**config.mk**
```make
export PLATFORM = sky130hd
export DESIGN_NAME = swp_word_port
export DESIGN_NICKNAME = d
export VERILOG_FILES = /design/src/core/swp_sync.v /design/src/core/swp_word_port.v
export VERILOG_INCLUDE_DIRS = /design/src /design/src/shared
export SDC_FILE = /design/constraint.sdc
export NUM_CORES = 1
export LEC_CHECK = 0
export BUFFER_PORTS_ARGS = -buffer_cell sky130_fd_sc_hd__buf_2
export CAP_MARGIN = 40
export CORE_MARGIN = 5
export CORE_UTILIZATION = 50
export DETAILED_ROUTE_END_ITERATION = 16
export PLACE_DENSITY = 0.83
export SYNTH_ARGS = -nofsm -noshare
export SYNTH_HDL_FRONTEND = slang
export SYNTH_SLANG_ARGS = --single-unit
```
**constraint.sdc**
```tcl
create_clock -name clk -period 5.8 [get_ports clk]
set_clock_uncertainty 0.1 [all_clocks]
set_input_delay 0 -clock clk [delete_from_list [all_inputs] [get_ports clk]]
set_output_delay 0 -clock clk [all_outputs]
set_load 0.05 [all_outputs]
```
**src/shared/swp_regs.vh**
```
// register map, field positions, reset values and counts of the word port control
`ifndef SWP_REGS_VH
`define SWP_REGS_VH

// ----------------------------------------------------------------
// register offsets (byte addresses)
// ----------------------------------------------------------------
`define SWP_ADDR_CTRL 12'h000
`define SWP_ADDR_STATUS 12'h004
`define SWP_ADDR_RX_WORD 12'h008
`define SWP_ADDR_W 12

// ----------------------------------------------------------------
// control fields
// ----------------------------------------------------------------
`define SWP_CTRL_RX_ORDER 0
`define SWP_CTRL_WIDTH16 1
`define SWP_CTRL_SLICE 2
`define SWP_CTRL_REFERENCE_SOURCE_SELECT 3
`define SWP_CTRL_REFERENCE_RATE_SELECT 4
`define SWP_CTRL_CLKDIS 5
`define SWP_CTRL_TX_ORDER 6
`define SWP_CTRL_W 7
`define SWP_CTRL_RESET 7'h02

// ----------------------------------------------------------------
// status fields
// ----------------------------------------------------------------
`define SWP_STAT_SQUELCH 0
`define SWP_STAT_LOOPBACK 1
`define SWP_STAT_REF_OK 2
`define SWP_STAT_WIDTH16 3

// ----------------------------------------------------------------
// word sizes and reference ratios
// ----------------------------------------------------------------
`define SWP_WORD_WIDE 16
`define SWP_WORD_NARROW 4
`define SWP_REF_MULT_LO 7'h10
`define SWP_REF_MULT_HI 7'h20
`define SWP_REF_CNT_MAX 7'h7f
`define SWP_LAST_WIDE 4'hf
`define SWP_LAST_NARROW 4'h3
`define SWP_HALF_WIDE 4'h8
`define SWP_HALF_NARROW 4'h2

`endif

```
**src/core/swp_sync.v**
```verilog
// two flip-flop synchroniser for a group of pin inputs
module swp_sync #(
    parameter W = 1
) (
    input wire clk,
    input wire sys_rst,
    input wire [W-1:0] din,
    output reg [W-1:0] dout
);

    reg [W-1:0] meta_r;

    // first stage feeds only the second stage
    always @(posedge clk)
    begin
        if (sys_rst)
        begin
            meta_r <= {W{1'b0}};
            dout <= {W{1'b0}};
        end
        else
        begin
            meta_r <= din;
            dout <= meta_r;
        end
    end

endmodule

```
**src/core/swp_word_port.v**
```verilog
// word port control: bit ordering, squelch, tx capture, clock division, apb regs
//
// Chosen here: the APB register port and the register offsets.
`include "swp_regs.vh"

module swp_word_port #(
    parameter WMAX = 16
) (
    input wire clk,
    input wire sys_rst,
    input wire psel,
    input wire penable,
    input wire pwrite,
    input wire [31:0] paddr,
    input wire [31:0] pwdata,
    output reg [31:0] prdata,
    output reg pready,
    output reg pslverr,
    input wire rx_serial_in,
    input wire rx_squelch_n,
    input wire diag_loopback_n,
    input wire tx_word_clock_in,
    input wire ref_clock_in,
    input wire [WMAX-1:0] tx_parallel_word,
    output reg [WMAX-1:0] rx_parallel_word,
    output reg rx_word_clock,
    output reg tx_serial_line,
    output reg tx_serial_clock,
    output reg tx_serial_clock_en,
    output reg tx_word_clock_out,
    output reg slice_mode_select
);

    // ----------------------------------------------------------------
    // helpers
    // ----------------------------------------------------------------
    // slot that the n-th serial bit of a word occupies
    function [3:0] bit_slot;
        input [3:0] n;
        input msb_first;
        input wide;
        reg [3:0] top;
        begin
            top = wide ? `SWP_LAST_WIDE : `SWP_LAST_NARROW;
            bit_slot = msb_first ? (top - n) : n;
        end
    endfunction

    function [3:0] last_bit;
        input wide;
        begin
            last_bit = wide ? `SWP_LAST_WIDE : `SWP_LAST_NARROW;
        end
    endfunction

    // bit count at which a word clock drops, for a square word clock
    function [3:0] half_bit;
        input wide;
        begin
            half_bit = wide ? `SWP_HALF_WIDE : `SWP_HALF_NARROW;
        end
    endfunction

    // ----------------------------------------------------------------
    // constants
    // ----------------------------------------------------------------
    localparam [`SWP_CTRL_W-1:0] CTRL_RST = `SWP_CTRL_RESET;

    // ----------------------------------------------------------------
    // pin synchronisers
    // ----------------------------------------------------------------
    wire [WMAX+4:0] pin_s;

    swp_sync #(
        .W(WMAX + 5)
    ) u_sync (
        .clk(clk),
        .sys_rst(sys_rst),
        .din({tx_parallel_word, ref_clock_in, tx_word_clock_in, diag_loopback_n,
            rx_squelch_n, rx_serial_in}),
        .dout(pin_s)
    );

    wire rx_in_s = pin_s[0];
    wire squelch_n_s = pin_s[1];
    wire loopback_n_s = pin_s[2];
    wire txclk_s = pin_s[3];
    wire refclk_s = pin_s[4];
    wire [WMAX-1:0] txword_s = pin_s[WMAX+4:5];

    // ----------------------------------------------------------------
    // apb slave
    // ----------------------------------------------------------------
    reg [`SWP_CTRL_W-1:0] ctrl_r;
    reg [WMAX-1:0] rx_last_r;
    reg ref_ok_r;
    reg cfg_wide_r;
    wire [`SWP_ADDR_W-1:0] addr = paddr[`SWP_ADDR_W-1:0];
    wire setup = psel & ~penable;
    wire wr_take = psel & penable & pready & pwrite;
    wire addr_ok = (addr == `SWP_ADDR_CTRL) | (addr == `SWP_ADDR_STATUS) |
        (addr == `SWP_ADDR_RX_WORD);
    wire squelch_on = ~squelch_n_s & loopback_n_s;
    reg [31:0] rd_nxt;

    always @*
    begin
        rd_nxt = 32'h0000_0000;
        case (addr)
            `SWP_ADDR_CTRL:
            begin
                rd_nxt[`SWP_CTRL_W-1:0] = ctrl_r;
            end
            `SWP_ADDR_STATUS:
            begin
                rd_nxt[`SWP_STAT_SQUELCH] = squelch_on;
                rd_nxt[`SWP_STAT_LOOPBACK] = ~loopback_n_s;
                rd_nxt[`SWP_STAT_REF_OK] = ref_ok_r;
                rd_nxt[`SWP_STAT_WIDTH16] = cfg_wide_r;
            end
            `SWP_ADDR_RX_WORD:
            begin
                rd_nxt[WMAX-1:0] = rx_last_r;
            end
            default:
            begin
                rd_nxt = 32'h0000_0000;
            end
        endcase
    end

    // no wait state: answer computed in setup, ready in access phase
    always @(posedge clk)
    begin
        if (sys_rst)
        begin
            pready <= 1'b0;
            pslverr <= 1'b0;
            prdata <= 32'h0000_0000;
            ctrl_r <= CTRL_RST;
        end
        else
        begin
            pready <= setup;
            if (setup)
            begin
                pslverr <= ~addr_ok;
                prdata <= pwrite ? 32'h0000_0000 : rd_nxt;
            end
            else if (pready)
            begin
                pslverr <= 1'b0;
                prdata <= 32'h0000_0000;
            end
            if (wr_take && addr == `SWP_ADDR_CTRL)
                ctrl_r <= pwdata[`SWP_CTRL_W-1:0];
        end
    end

    // ----------------------------------------------------------------
    // serial bit clock and word counter
    // ----------------------------------------------------------------
    // the serial bit clock is clk/2; one bit per two cycles
    reg ser_ph_r;
    reg [3:0] bit_cnt_r;
    reg cfg_rx_order_r;
    reg cfg_tx_order_r;
    reg cfg_reference_source_select_r;
    reg cfg_reference_rate_select_r;
    wire bit_tick = ser_ph_r;
    wire word_end = bit_tick && (bit_cnt_r == last_bit(cfg_wide_r));
    wire [3:0] half_word = half_bit(cfg_wide_r);

    always @(posedge clk)
    begin
        if (sys_rst)
        begin
            ser_ph_r <= 1'b0;
            bit_cnt_r <= 4'h0;
            cfg_wide_r <= CTRL_RST[`SWP_CTRL_WIDTH16];
            cfg_rx_order_r <= 1'b0;
            cfg_tx_order_r <= 1'b0;
            cfg_reference_source_select_r <= 1'b0;
            cfg_reference_rate_select_r <= 1'b0;
            slice_mode_select <= 1'b0;
            tx_serial_clock <= 1'b0;
            tx_serial_clock_en <= 1'b0;
            tx_word_clock_out <= 1'b0;
        end
        else
        begin
            ser_ph_r <= ~ser_ph_r;
            if (bit_tick)
                bit_cnt_r <= word_end ? 4'h0 : bit_cnt_r + 4'h1;
            // config other than the clock disable is only picked up between words, so no word is split
            if (word_end)
            begin
                cfg_wide_r <= ctrl_r[`SWP_CTRL_WIDTH16];
                cfg_rx_order_r <= ctrl_r[`SWP_CTRL_RX_ORDER];
                cfg_tx_order_r <= ctrl_r[`SWP_CTRL_TX_ORDER];
                cfg_reference_source_select_r <= ctrl_r[`SWP_CTRL_REFERENCE_SOURCE_SELECT];
                cfg_reference_rate_select_r <= ctrl_r[`SWP_CTRL_REFERENCE_RATE_SELECT];
                slice_mode_select <= ctrl_r[`SWP_CTRL_SLICE];
            end
            tx_serial_clock_en <= ~ctrl_r[`SWP_CTRL_CLKDIS];
            tx_serial_clock <= ~ctrl_r[`SWP_CTRL_CLKDIS] & ~ser_ph_r;
            // high for the first half of each word
            if (bit_tick)
                tx_word_clock_out <= word_end ? 1'b1 : ((bit_cnt_r + 4'h1) < half_word);
        end
    end

    // ----------------------------------------------------------------
    // transmit capture and serializer
    // ----------------------------------------------------------------
    reg txclk_d_r;
    reg [WMAX-1:0] tx_hold_r;
    reg [WMAX-1:0] tx_shift_r;
    wire txclk_rise = txclk_s & ~txclk_d_r;
    // loopback takes the bit here, not from the line flop, so words stay aligned
    wire tx_bit_now = tx_shift_r[bit_slot(bit_cnt_r, cfg_tx_order_r, cfg_wide_r)];

    always @(posedge clk)
    begin
        if (sys_rst)
        begin
            txclk_d_r <= 1'b0;
            tx_hold_r <= {WMAX{1'b0}};
            tx_shift_r <= {WMAX{1'b0}};
            tx_serial_line <= 1'b0;
        end
        else
        begin
            txclk_d_r <= txclk_s;
            if (txclk_rise)
                tx_hold_r <= txword_s;
            if (bit_tick)
                tx_serial_line <= tx_bit_now;
            if (word_end)
                tx_shift_r <= tx_hold_r;
        end
    end

    // ----------------------------------------------------------------
    // receive deserializer
    // ----------------------------------------------------------------
    // loopback feeds the serializer output back into the receiver
    wire rx_bit = loopback_n_s ? rx_in_s : tx_bit_now;
    reg [WMAX-1:0] rx_acc_r;
    reg [WMAX-1:0] rx_done;
    integer i;

    always @*
    begin
        rx_done = rx_acc_r;
        for (i = 0; i < WMAX; i = i + 1)
        begin
            if (i[3:0] == bit_slot(bit_cnt_r, cfg_rx_order_r, cfg_wide_r))
                rx_done[i] = rx_bit;
        end
        if (!cfg_wide_r)
            rx_done[WMAX-1:`SWP_WORD_NARROW] = {(WMAX-`SWP_WORD_NARROW){1'b0}};
    end

    always @(posedge clk)
    begin
        if (sys_rst)
        begin
            rx_acc_r <= {WMAX{1'b0}};
            rx_last_r <= {WMAX{1'b0}};
            rx_parallel_word <= {WMAX{1'b0}};
            rx_word_clock <= 1'b0;
        end
        else
        begin
            if (bit_tick)
                rx_acc_r <= word_end ? {WMAX{1'b0}} : rx_done;
            if (word_end)
                rx_last_r <= rx_done;
            // squelch is a level: it clears the word at once, not only at a boundary
            if (squelch_on)
                rx_parallel_word <= {WMAX{1'b0}};
            else if (word_end)
                rx_parallel_word <= rx_done;
            if (word_end)
                rx_word_clock <= 1'b1;
            else if (bit_tick && (bit_cnt_r + 4'h1) == half_word)
                rx_word_clock <= 1'b0;
        end
    end

    // ----------------------------------------------------------------
    // reference ratio monitor
    // ----------------------------------------------------------------
    // counts serial clock periods per reference period; no pll modelled here
    reg ref_d_r;
    reg [6:0] ref_cnt_r;
    wire ref_sel = cfg_reference_source_select_r ? refclk_s : txclk_s;
    wire ref_rise = ref_sel & ~ref_d_r;
    wire [6:0] ref_mult = cfg_reference_rate_select_r ? `SWP_REF_MULT_HI : `SWP_REF_MULT_LO;
    // the tick on the rise edge counts too, else a rise on a tick loses one
    wire [6:0] ref_cnt_inc = ref_cnt_r + {6'h00, bit_tick};

    always @(posedge clk)
    begin
        if (sys_rst)
        begin
            ref_d_r <= 1'b0;
            ref_cnt_r <= 7'h00;
            ref_ok_r <= 1'b0;
        end
        else
        begin
            ref_d_r <= ref_sel;
            if (ref_rise)
            begin
                ref_ok_r <= (ref_cnt_inc == ref_mult);
                ref_cnt_r <= 7'h00;
            end
            else
            begin
                if (bit_tick && ref_cnt_r != `SWP_REF_CNT_MAX)
                    ref_cnt_r <= ref_cnt_inc;
                // a stopped reference must not leave a stale ok behind
                if (ref_cnt_r == `SWP_REF_CNT_MAX)
                    ref_ok_r <= 1'b0;
            end
        end
    end

endmodule

```
## Word-level counts from Yosys, hierarchy flattened

Cells that the tools add are included.

- Memories kept: 0
- Bits in writable memories: 0
- Output and inout port bits: 56
- Logic and storage cells: 125
- Bits in latches: 0
- Input bits: 90
- Register bits after elaboration: 189
- Memory bits (read-only): 0

- Equal/unequal tests: 22
- Multiplexer cells: 41
- Bitwise operators: 18
- $add $sub $neg: 3
- Shifts and indexed selects: 0
- Order comparisons: 2
- Div/mod/pow operators: 0
- Reductions and logical operators: 11
- Multipliers: 0

Operators by type and width:

| cell | number |
|---|---|
| 2-to-1 mux 32 bit | 2 |
| == test 4 bit, first input constant | 8 |
| 2-to-1 mux 16 bit | 2 |
| 2-to-1 mux 1 bit | 26 |
| 2-to-1 mux 4 bit | 5 |
| == test 3 x 4 -> 1 bit, first input constant | 4 |
| == test 12 x 3 -> 1 bit, second input constant | 1 |
| == test 12 x 4 -> 1 bit, second input constant | 1 |
| zero test 12 bit | 1 |
| 2-to-1 mux 12 bit | 1 |
| one-hot mux 4 bit (3 select lines) | 1 |
| 2-to-1 mux 9 bit | 1 |
| bitwise AND 1 bit | 8 |
| == test 2 x 4 -> 1 bit, first input constant | 2 |
| == test 4 bit | 2 |
| NOT 1 bit | 8 |
| adder 7 x 1 -> 7 bit | 1 |
| == test 7 x 6 -> 1 bit | 1 |
| == test 7 bit, second input constant | 1 |
| inequality test 7 bit, second input constant | 1 |
| 2-to-1 mux 6 bit | 1 |
| one-hot mux 3 bit (2 select lines) | 1 |
| nonzero test 2 bit | 3 |
| < comparator 4 x 5 -> 1 bit, second input constant | 1 |
| 9 further kinds | 14 |

## Logic depth before layout (Yosys ltp)

Gate-level depths: netlist of run 1.

- Depth after elaboration: 9
- Mapped depth: 11
- Mapped depth without buffers: 8

## By module

A second synthesis of run 1 with hierarchy kept.

- Cell total of the unflattened synthesis: 794
- Area, all modules: 7221.9 um2

Modules (own cells, without submodules):

| module | seq. area each (um2) | instances | cells an instance | area each (um2) |
|---|---|---|---|---|
| swp_word_port | 2622.5 | 1 | 706 | 6098.3 |
| swp_sync | 840.8 | 1 | 88 | 1123.6 |

## Worst setup path before layout of run 1

Ideal clock, no wire load.

- Path type: register to register
- From: reg cfg_wide_r, in the netlist bit_slot.wide
- To: reg rx_acc_r[0]
- Buffers on the path: 3
- Slack: 2.902 ns
- Arrival time: 2.706 ns
- Stages on the path, launching flop included: 12
- Required time: 5.608 ns
- Library setup time: 0.092 ns
- Period minus slack after synthesis: 2.898 ns
- Cells stage by stage: dfxtp_1 -> buf_2 -> clkbuf_1 -> inv_1 -> ha_1 -> clkbuf_1 -> nand2_1 -> o21ai_1 -> or4_1 -> o22ai_4 -> nor2_1 -> o32ai_1

- Cells in the longest elaborated chain, start to end: 8
- Elaborated cells on any way between the ends: 12
- Classes of those cells: 1 x add/sub; 1 x eq/ne; 8 x mux; 2 x reduce/logical

RTL lines:

| element | line | RTL |
|---|---|---|
| start, declared | swp_word_port.v:97 | `reg cfg_wide_r;` |
| start signal, assigned | swp_word_port.v:180 | `` cfg_wide_r <= CTRL_RST[`SWP_CTRL_WIDTH16]; `` |
| start signal, assigned | swp_word_port.v:198 | `` cfg_wide_r <= ctrl_r[`SWP_CTRL_WIDTH16]; `` |
| 2-to-1 mux 4 bit (no source line) * | n/a |  |
| subtractor 4 bit | swp_word_port.v:45 | `bit_slot = msb_first ? (top - n) : n;` |
| 2-to-1 mux 4 bit | swp_word_port.v:45 |  |
| binary-select mux 1 bit (select 4 bit) | swp_word_port.v:221 | `wire tx_bit_now = tx_shift_r[bit_slot(bit_cnt_r, cfg_tx_order_r, cfg_wide_r)];` |
| 2-to-1 mux 1 bit (not written as such) | swp_word_port.v:221 |  |
| 2-to-1 mux 1 bit | swp_word_port.v:248 | `wire rx_bit = loopback_n_s ? rx_in_s : tx_bit_now;` |
| 2-to-1 mux 1 bit | swp_word_port.v:258 | `if (i[3:0] == bit_slot(bit_cnt_r, cfg_rx_order_r, cfg_wide_r))` |
| 2-to-1 mux 16 bit * | swp_word_port.v:277 | `rx_acc_r <= word_end ? {WMAX{1'b0}} : rx_done;` |
| end signal, assigned | swp_word_port.v:269 | `rx_acc_r <= {WMAX{1'b0}};` |
| end signal, assigned | swp_word_port.v:277 |  |
| end, declared | swp_word_port.v:249 | `reg [WMAX-1:0] rx_acc_r;` |

Every way passes the cells marked *; elsewhere a longest branch is shown, timed or not. The select of a mux whose other input is x is not followed.
A chain may end at the register's enable or synchronous reset.

## Final worst setup path of run 1

- From: reg cfg_wide_r, in the netlist bit_slot.wide
- To: reg rx_acc_r[3]

Same word-level chain as after synthesis.

==> flow_summary.toml, run 1 <==
[status]
status = "finished clean"

[logic_synthesis]
synth-xor-area-share_pct = 1.56
netlist_instances = 815
async_reset_ff_share_pct = 0
synthAdderAreaFrac_pct = 1.05
synth.area.mux_share_pct = 4.54
avgSynthCellArea_um2 = 8.77
seq_area_frac_synth_pct = 48.5
ys_warn_count = 0
synth_edf_count = 0
synth_compound_area_share_pct = 16.2
synth_top_family_by_area = "simple AND/OR/NAND/NOR gates"
synth_cell_type_count = 60
ys.flop_type = "dfxtp_1"
synthSimpleGateAreaFrac_pct = 22.8
synth_area_um2 = 7150
synth_seq_cells = 173

[cts]
numCtsBuffers = 17
postCtsResizedCells = 0
htree_levels = 4
cts_hold_buf = 46
cts.sinks = 173
cts_tree = "done"
clock_latency_ns = 0.43
post-cts-setup-buffers = 0
cts_buffer_depth = 2
clkSlewWorstSetupHoldPaths_ns = 0.07
cts-root-buf = "clkbuf_16"

[flow_run]
max-cap-violations = 0

[global_routing]
first_global_vias = 5758
grt_max_degree = 77
grt_first_pass_wirelength_mm = 27.0
antenna_found_initial = 0
grt_usage_pct = 20.0
grt-ovfl-total = 0

[cells_and_area]
diodes = 0
fin_cells = 1112
post-route-cell-area_um2 = 8580
mostFrequentLayoutCells = "173 x dfxtp_1, 135 x nand2_1, 83 x buf_2"
utilization_pct = 61.6
area_delta_synth_final_pct = 20.0
final_nets = 1017
layout-drive-gt1-share_pct = 14.9
mostFrequentLayoutCell = "dfxtp_1"

[placed_design]
port_buffers = 84
dp_hpwl_mm = 10.3
post-place-ws_ns = 2.49
place_area_um2 = 7610
gp_congestion = 0.866
place_inst = 1036

[sta]
hold_slack_ns = 0.0348
max_freq_mhz = 294
worst_pin_slew_ns = 0.750
finalSetupViolations = 0
hold_violations = 0
fin_ws_ns = 2.40
slew_violations = 0
rsz0062_at_grt = "false"
period_share_pct = 58.7
slew_headroom_pct = 49.6
post-route-min-period_ns = 3.40
finalSetupTns_ns = 0

[critical_path]
worstSetupPathType = "reg -> reg"
crit_slowest_cell = "dfxtp_1"
cp-start-kind = "flop"
cp_top_family = "compound AO/OA/AOI/OAI gates"
cpPeakStageDelay_ns = 0.68
crit_buf_inv = 1
end_kind = "flop"
r2r_slack_ns = 2.40
crit_fanout = 13
path_cells = "inv_1, ha_1, nand2_1, o21ai_1, or3b_1, o21bai_1, nor2_1, o32ai_1"
cp_data_required_time_ns = 6.02
crit_arrival_ns = 3.63

[route]
route.detailed.drc = 0
ant_nets = 0
vias = 6079
routed_wl_mm = 16.4
wl_per_cell_um = 14.7
drt_iter0_drc = 457
first_pass_iters = 5
via_per_inst = 5.47

[pwr]
vdd_ir_drop_max_mv = 0.200
power_density_nw_per_um2 = 278
p_leak_nw = 3.29
total_power_mw = 2.38

[floorplan]
die_y_um = 130
io_pins = 146
fp-row-count = 43
die_w_um = 130
start_util_pct = 51.3
core_um2 = 13900
dieArea_um2 = 16800

[worst_hold_path]
hold_class = "in -> reg"
## flip-flops by register name, summed over array words and instances (netlist names), 4 cells and up
| register | cells |
|---|---|
| bit_cnt_r | 4 |
| ctrl_r | 7 |
| prdata | 16 |
| ref_cnt_r | 7 |
| rx_acc_r | 16 |
| rx_last_r | 16 |
| rx_parallel_word | 16 |
| tx_hold_r | 16 |
| tx_shift_r | 16 |
| u_sync.dout | 21 |
| u_sync.meta_r | 21 |
## final cells by class
type / count / area [um2]
Clock inverter: 8 / 45.0
Tap cell: 180 / 225
Clock buffer: 22 / 464
Inverter: 8 / 30.0
Multi-Input combinational cell: 580 / 3360
Sequential cell: 173 / 3460
Timing Repair Buffer: 141 / 986
Fill cell: 1154 / 5360
## report_power, final
| group | internal [mW] | switching (mW) | total, mW |
|---|---|---|---|
| Combinational | 0.0611 | 0.105 | 0.166 |
| Sequential | 1.21 | 0.0117 | 1.22 |
| Clock | 0.559 | 0.435 | 0.995 |
| Total | 1.83 | 0.552 | 2.38 |
## worst min-delay path: cells and delay by family
kind	cells	cell delay [ns]
buffers and inverters	1	0.10
muxes	1	0.12
and+or+nand+nor	3	0.29
## synthesized netlist by cell type (all sizes together), types with 16 or more instances
library cell | number | area share, %
a22oi | 16 | 1.7
nor2b | 58 | 5.1
a21oi | 78 | 5.5
dfxtp | 173 | 48
nand2 | 135 | 7.1
buf | 29 | 2.8
o21ai | 32 | 2.3
nand3 | 23 | 1.6
nor2 | 48 | 2.6
o31ai | 24 | 2.5
mux2i | 23 | 3.2
clkbuf | 40 | 2.1
## logic make-up after synthesis
| kind of cell | Yosys count |
|---|---|
| other cells | 1 |
| compound gates | 187 |
| fa+ha+maj | 6 |
| simple gates | 331 |
| mux | 29 |
| xor+xnor | 11 |
| buf+inv | 77 |
| flops | 173 |
## metal layers
layer  part of all wire (%)  vias up  global-route usage, %  wire [um]
met4                    3.7        0                   10.4        603
met5                      0        -                      0          0
met2                     48      188                   33.8       7880
li1                       -     2997                      -          -
met3                    6.1       55                   4.78       1000
met1                     42     2839                   23.6       6870
## final timing paths
path | startpoint | to | cells after the start
max | bit_slot.wide | rx_acc_r[3] | 8
min | pwrite | ctrl_r[6] | 5
max reg2reg | bit_slot.wide | rx_acc_r[3] | 8
min reg2reg | u_sync.meta_r[13] | u_sync.dout[13] | 1
Note: power is estimated with default switching activity, not from simulation.
==> inputs of run 2 (changes only) <==
--- a/config.mk
+++ b/config.mk
@@ -6,12 +6,13 @@
 export SDC_FILE = /design/constraint.sdc
 export NUM_CORES = 1
 export LEC_CHECK = 0
+export ABC_AREA = 1
 export BUFFER_PORTS_ARGS = -buffer_cell sky130_fd_sc_hd__buf_2
 export CAP_MARGIN = 40
 export CORE_MARGIN = 5
-export CORE_UTILIZATION = 50
+export CORE_UTILIZATION = 49
 export DETAILED_ROUTE_END_ITERATION = 16
-export PLACE_DENSITY = 0.83
+export PLACE_DENSITY = 0.84
 export SYNTH_ARGS = -nofsm -noshare
 export SYNTH_HDL_FRONTEND = slang
 export SYNTH_SLANG_ARGS = --single-unit
==> constraint.sdc (replaced) <==
create_clock -name clk -period 3.05 [get_ports clk]
set_clock_uncertainty 0.1 [all_clocks]
set_input_delay 0 -clock clk [delete_from_list [all_inputs] [get_ports clk]]
set_output_delay 0 -clock clk [all_outputs]
set_load 0.05 [all_outputs]
==> run 2 against run 1 <==
  * Cell area is 1.6% lower
  * Hold slack got worse by 0.011 ns
  * Power increased by 100%
  * Core utilization is 1.2 points lower
  * Synthesized area decreased by 1.6%
  * Wire length rose by 4.8%
  * Global-route usage grew 0.71 points
  * Via count up 0.36%
  * First-iteration DRC count up 2.2%
  * Sequential power is 92% higher
  * Critical endpoint is now rx_parallel_word[3]
  * Largest cell class unchanged
  * Largest power group unchanged
==> flow_summary.toml, run 2 <==
[status]
status = "finished clean"

[cts]
cts_buffer_depth = 2
clock_latency_ns = 0.43
post-cts-setup-buffers = 0
cts.sinks = 173
htree_levels = 4
cts_tree = "done"
clkSlewWorstSetupHoldPaths_ns = 0.07
cts-root-buf = "clkbuf_16"
numCtsBuffers = 17

[logic_synthesis]
netlist_top_cells_count = "173 x dfxtp_1, 121 x inv_1, 120 x nand2_1"
synth.largest_area_cell = "dfxtp_1"
avgSynthCellArea_um2 = 7.83
synth_edf_count = 0
synthAdderAreaFrac_pct = 1.07
synth-xor-area-share_pct = 1.58
ys.flop_type = "dfxtp_1"
synth_top_cells_by_area = "dfxtp_1 49%, a21oi_1 6.6%, inv_1 6.5%"
synth_seq_cells = 173
synth_compound_area_share_pct = 13.7
synth_cell_type_count = 42
synthSimpleGateAreaFrac_pct = 23.2
ys_warn_count = 0
netlist_instances = 898
yosysTopAreaCellShare_pct = 49.3
synth.most_common_cell = "dfxtp_1"
synth_area_um2 = 7030
synth.area.mux_share_pct = 0
synth_top_family_by_area = "simple AND/OR/NAND/NOR gates"
seq_area_frac_synth_pct = 49.3
async_reset_ff_share_pct = 0

[cells_and_area]
mostFrequentLayoutCells = "173 x dfxtp_1, 121 x inv_1, 120 x nand2_1"
utilization_pct = 60.3
fin_cells = 1195
reg_top3 = "u_sync.dout (21), u_sync.meta_r (21)"
mostFrequentLayoutCell = "dfxtp_1"
diodes = 0
area_delta_synth_final_pct = 20.0
post-route-cell-area_um2 = 8440
final_nets = 1098
layout-drive-gt1-share_pct = 16.5

[critical_path]
r2r_slack_ns = 0.43
r2r_end = "rx_parallel_word[3]"
crit_fanout = 16
end_kind = "flop"
crit_arrival_ns = 2.86
cp_data_required_time_ns = 3.29
worstSetupPathType = "reg -> reg"
r2r-start = "bit_slot.wide"
cp-start-kind = "flop"
reg2reg_depth = 11

[worst_hold_path]
hold_depth = 6
hold_class = "in -> reg"
holdPathEnd = "prdata[1]"
hp-start = "pwrite"

[sta]
hold_slack_ns = 0.0237
hold_violations = 0
rsz0062_at_grt = "false"
slew_violations = 0
finalSetupTns_ns = 0
max_freq_mhz = 382
period_share_pct = 85.7
post-route-min-period_ns = 2.62
worst_pin_slew_ns = 0.851
slew_headroom_pct = 43.1
finalSetupViolations = 0

[route]
drt_iter0_drc = 467
route.detailed.drc = 0
via_per_inst = 5.11
first_pass_iters = 5
ant_nets = 0
routed_wl_mm = 17.1
wl_per_cell_um = 14.3
vias = 6101

[floorplan]
die_y_um = 130
fp-row-count = 43
io_pins = 146
start_util_pct = 50.3
core_um2 = 14000
die_w_um = 130
dieArea_um2 = 16800

[global_routing]
busiest_layer = "met2"
use_met2_pct = 35.3
grt_use_met1_pct = 26.2
grt_max_degree = 77
antenna_found_initial = 0
met3_usage_pct = 3.93
grt-ovfl-total = 0
first_global_vias = 5952
grt_first_pass_wirelength_mm = 28.0
grt_usage_pct = 20.7

[flow_run]
max-cap-violations = 0

[placed_design]
gp_congestion = 0.858
port_buffers = 84
place_inst = 1129
dp_hpwl_mm = 10.6
place_area_um2 = 7510

[pwr]
p_leak_nw = 3.68
vdd_ir_drop_max_mv = 0.417
power_density_nw_per_um2 = 576
run 2: cell count changes after synthesis, sizes merged, moves of 13 or more:
cell    change
inv       +120
nor2       +74
nor2b      -58
nand3      +53
o21ai      +42
o31ai      -24
mux2i      -23
a22oi      -16
a21oi      +14
clkbuf     -13
run 2: cells by family (layout without fill, tap and decap cells):
group	count (synthesis)	after routing
AND/OR/NAND/NOR	340	340
XOR/XNOR	11	11
buffers and inverters	184	286
flip-flops	173	173
AO/OA/AOI/OAI	183	183
adder cells (fa/ha/maj)	6	6
other	1	16
run 2: metrics by stage:
step	total power, mW	setup WS, ns
2_1_floorplan	2.65	0.822
3_3_place_gp	2.70	0.510
3_5_place_dp	2.71	0.516
4_1_cts	4.85	0.455
5_1_grt	5.01	0.266
6_report	4.86	0.435
run 2: layout make-up:
type / instances / area, um2
Fill cell: 1111 / 5550
Clock buffer: 17 / 425
Multi-Input combinational cell: 556 / 2840
Inverter: 129 / 487
Tap cell: 180 / 225
Clock inverter: 15 / 164
Sequential cell: 173 / 3460
Timing Repair Buffer: 125 / 833
run 2: worst max path at each step:
stage	startpoint	to	cells past startpoint
finish	bit_slot.wide	rx_parallel_word[3]	11
global route	bit_slot.wide	rx_last_r[5]	11
CTS	bit_slot.wide	rx_parallel_word[3]	11
detailed placement	bit_slot.wide	rx_last_r[8]	11
global placement	bit_slot.wide	rx_last_r[5]	10
floorplan	bit_slot.wide	rx_parallel_word[10]	12
run 2: routing by layer:
metal / vias up / part of all wire, %
met3: 37 / 6.2
met4: 0 / 2.4
met1: 2820 / 43
met5: - / 0
li1: 3041 / -
met2: 203 / 49
run 2: timing repair:
item	CTS	global route
gates resized for setup	0	0
endpoints found under the hold margin	38	0
endpoints found under the setup margin	0	0
hold buffers	34	0
run 2: critical path: stages (launching register included):
cell     delay [ns]
dfxtp_1        0.48
inv_2          0.20
ha_1           0.38
o21ai_1        0.24
inv_1          0.09
nand3_1        0.09
nand3_1        0.11
nand2_2        0.11
nand2_4        0.21
nand3_1        0.18
nand3_1        0.14
a21oi_1        0.19
run 2: power breakdown:
part | switching, mW | internal [mW] | leakage, nW
sequential | 0.0304 | 2.31 | 1.41
combinational | 0.242 | 0.118 | 1.98
clock | 0.981 | 1.17 | 0.295
==> inputs of run 3 (changes only) <==
--- a/config.mk
+++ b/config.mk
@@ -9,10 +9,11 @@
 export ABC_AREA = 1
 export BUFFER_PORTS_ARGS = -buffer_cell sky130_fd_sc_hd__buf_2
 export CAP_MARGIN = 40
-export CORE_MARGIN = 5
+export CORE_MARGIN = 2
 export CORE_UTILIZATION = 49
 export DETAILED_ROUTE_END_ITERATION = 16
 export PLACE_DENSITY = 0.84
+export SETUP_SLACK_MARGIN = 0.3
 export SYNTH_ARGS = -nofsm -noshare
 export SYNTH_HDL_FRONTEND = slang
 export SYNTH_SLANG_ARGS = --single-unit
==> run 3 against run 2 <==
  * Global-route usage increased by 2.2 points
  * Cell count increased by 0.17%
  * Count of clock-buffer cells in the layout grew 1
  * Power increased by 0.91%
  * Largest power group unchanged
  * Highest routed layer unchanged
==> flow_summary.toml, run 3 (synthesis gave the netlist of run 2 again) <==
[status]
status = "finished clean"

[global_routing]
antenna_found_initial = 0
grt-ovfl-total = 0
grt_max_degree = 72
grt_first_pass_wirelength_mm = 27.7
grt_usage_pct = 22.9
first_global_vias = 5943

[cells_and_area]
area_delta_synth_final_pct = 20.5
seq_area_um2 = 3460
diodes = 0
layout-drive-gt1-share_pct = 16.7
multi_input_area_um2 = 2840
reg_top3 = "u_sync.dout (21), u_sync.meta_r (21)"
nFillCells = 1070
post-route-cell-area_um2 = 8470
mostFrequentLayoutCell = "dfxtp_1"
final_nets = 1100
utilization_pct = 60.8
mostFrequentLayoutCells = "172 x dfxtp_1, 121 x inv_1, 120 x nand2_1"

[floorplan]
core_um2 = 13900
dieArea_um2 = 15300
io_pins = 146
die_y_um = 124
die_w_um = 124
fp-row-count = 43
start_util_pct = 50.4

[critical_path]
worstSetupPathType = "in -> reg"
crit_buf_inv = 6
crit_top_cell = "dlygate4sd3_1"
path_cells = "dlygate4sd3_1, buf_2, inv_1, nand2_1, inv_1, nand3_1, nor4_2, nand2_1, dlygate4sd3_1, o211ai_1, dlygate4sd3_1"
end_kind = "flop"
crit_arrival_ns = 2.82
r2r_end = "rx_parallel_word[5]"
crit_fanout = 8
crit_slowest_cell = "dlygate4sd3_1"
cp-start-kind = "primary input"
reg2reg_depth = 11
r2r-start = "bit_slot.wide"
cp_data_required_time_ns = 3.32
cp_top_family = "buffers and inverters"
cpPeakStageDelay_ns = 0.58
r2r_slack_ns = 0.57

[cts]
clkSlewWorstSetupHoldPaths_ns = 0.07
post-cts-setup-buffers = 0
cts-root-buf = "clkbuf_16"
cts_buffer_depth = 2
clock_latency_ns = 0.43
cts_tree = "done"
cts.sinks = 173
numCtsBuffers = 17
htree_levels = 4

[route]
drt_iter0_drc = 468
route.detailed.drc = 0
wl_per_cell_um = 14.2
via_per_inst = 5.22
first_pass_iters = 5
ant_nets = 0
vias = 6247
routed_wl_mm = 17.0

[sta]
finalSetupViolations = 0
worst_pin_slew_ns = 0.803
max_freq_mhz = 393
post-route-min-period_ns = 2.54
slew_violations = 0
hold_violations = 0
period_share_pct = 83.4
finalSetupTns_ns = 0
rsz0062_at_grt = "false"
slew_headroom_pct = 46.3

[pwr]
total_power_mw = 4.90
power_density_nw_per_um2 = 578
p_leak_nw = 3.70
vdd_ir_drop_max_mv = 0.517

[worst_hold_path]
hp-start = "paddr[2]"
holdPathEnd = "prdata[1]"
hold_class = "in -> reg"
hold_depth = 5

[placed_design]
gp_congestion = 0.851
dp_hpwl_mm = 10.6
port_buffers = 84
place_area_um2 = 7520

[flow_run]
max-cap-violations = 0
run 3: worst max-delay path by stage:
stage	from	to	slack (ns)	cells after the start
detailed placement	bit_slot.wide	rx_parallel_word[5]	0.50	11
global placement	bit_slot.wide	rx_parallel_word[5]	0.51	11
finish	paddr[3]	ctrl_r[1]	0.51	11
global route	bit_slot.wide	rx_parallel_word[3]	0.33	11
floorplan	bit_slot.wide	rx_parallel_word[10]	0.82	12
CTS	bit_slot.wide	rx_parallel_word[5]	0.46	11
run 3: cell type report:
| class | instances | area share, % |
|---|---|---|
| flip-flops and latches | 173 | 40.9 |
| multi-input cells | 556 | 33.5 |
| repair buffers | 127 | 10.0 |
| inverters | 129 | 5.74 |
| clock buffers | 18 | 5.18 |
| well taps | 180 | 2.66 |
| clock inverters | 14 | 2.01 |
run 3: worst register-to-register path: cells and delay by family (launching register included):
kind | cells | cell delay, ns
buffers and inverters | 2 | 0.26
AO/OA/AOI/OAI | 2 | 0.40
flip-flops | 1 | 0.41
AND/OR/NAND/NOR | 6 | 0.86
adder cells (fa/ha/maj) | 1 | 0.37
run 3: per-stage QoR:
stage	hold WS, ns	instances	worst slack (ns)
2_1_floorplan	0.00697	913	0.822
3_3_place_gp	0.102	1130	0.514
3_5_place_dp	0.105	1131	0.498
4_1_cts	0.0163	1197	0.462
5_1_grt	0.0737	1197	0.335
6_report	0.0281	1197	0.506
run 3: what timing repair did:
item | in CTS | in global routing
hold buffers | 34 | 0
gates resized for setup | 0 | 1
setup endpoints to repair | 0 | 24
hold endpoints to repair | 37 | 0
run 3: layer usage:
metal	GRT usage [%]	share of wire (%)	vias up
met5	0	0	-
met4	9.59	2.6	0
met3	4.99	6.2	44
met2	37.8	49	251
met1	29.1	42	2903
li1	-	-	3049
run 3: report_power, final:
part	switching (mW)	internal, mW	leakage [nW]
clock	0.994	1.20	0.297
combinational	0.244	0.119	1.99
sequential	0.0306	2.31	1.41
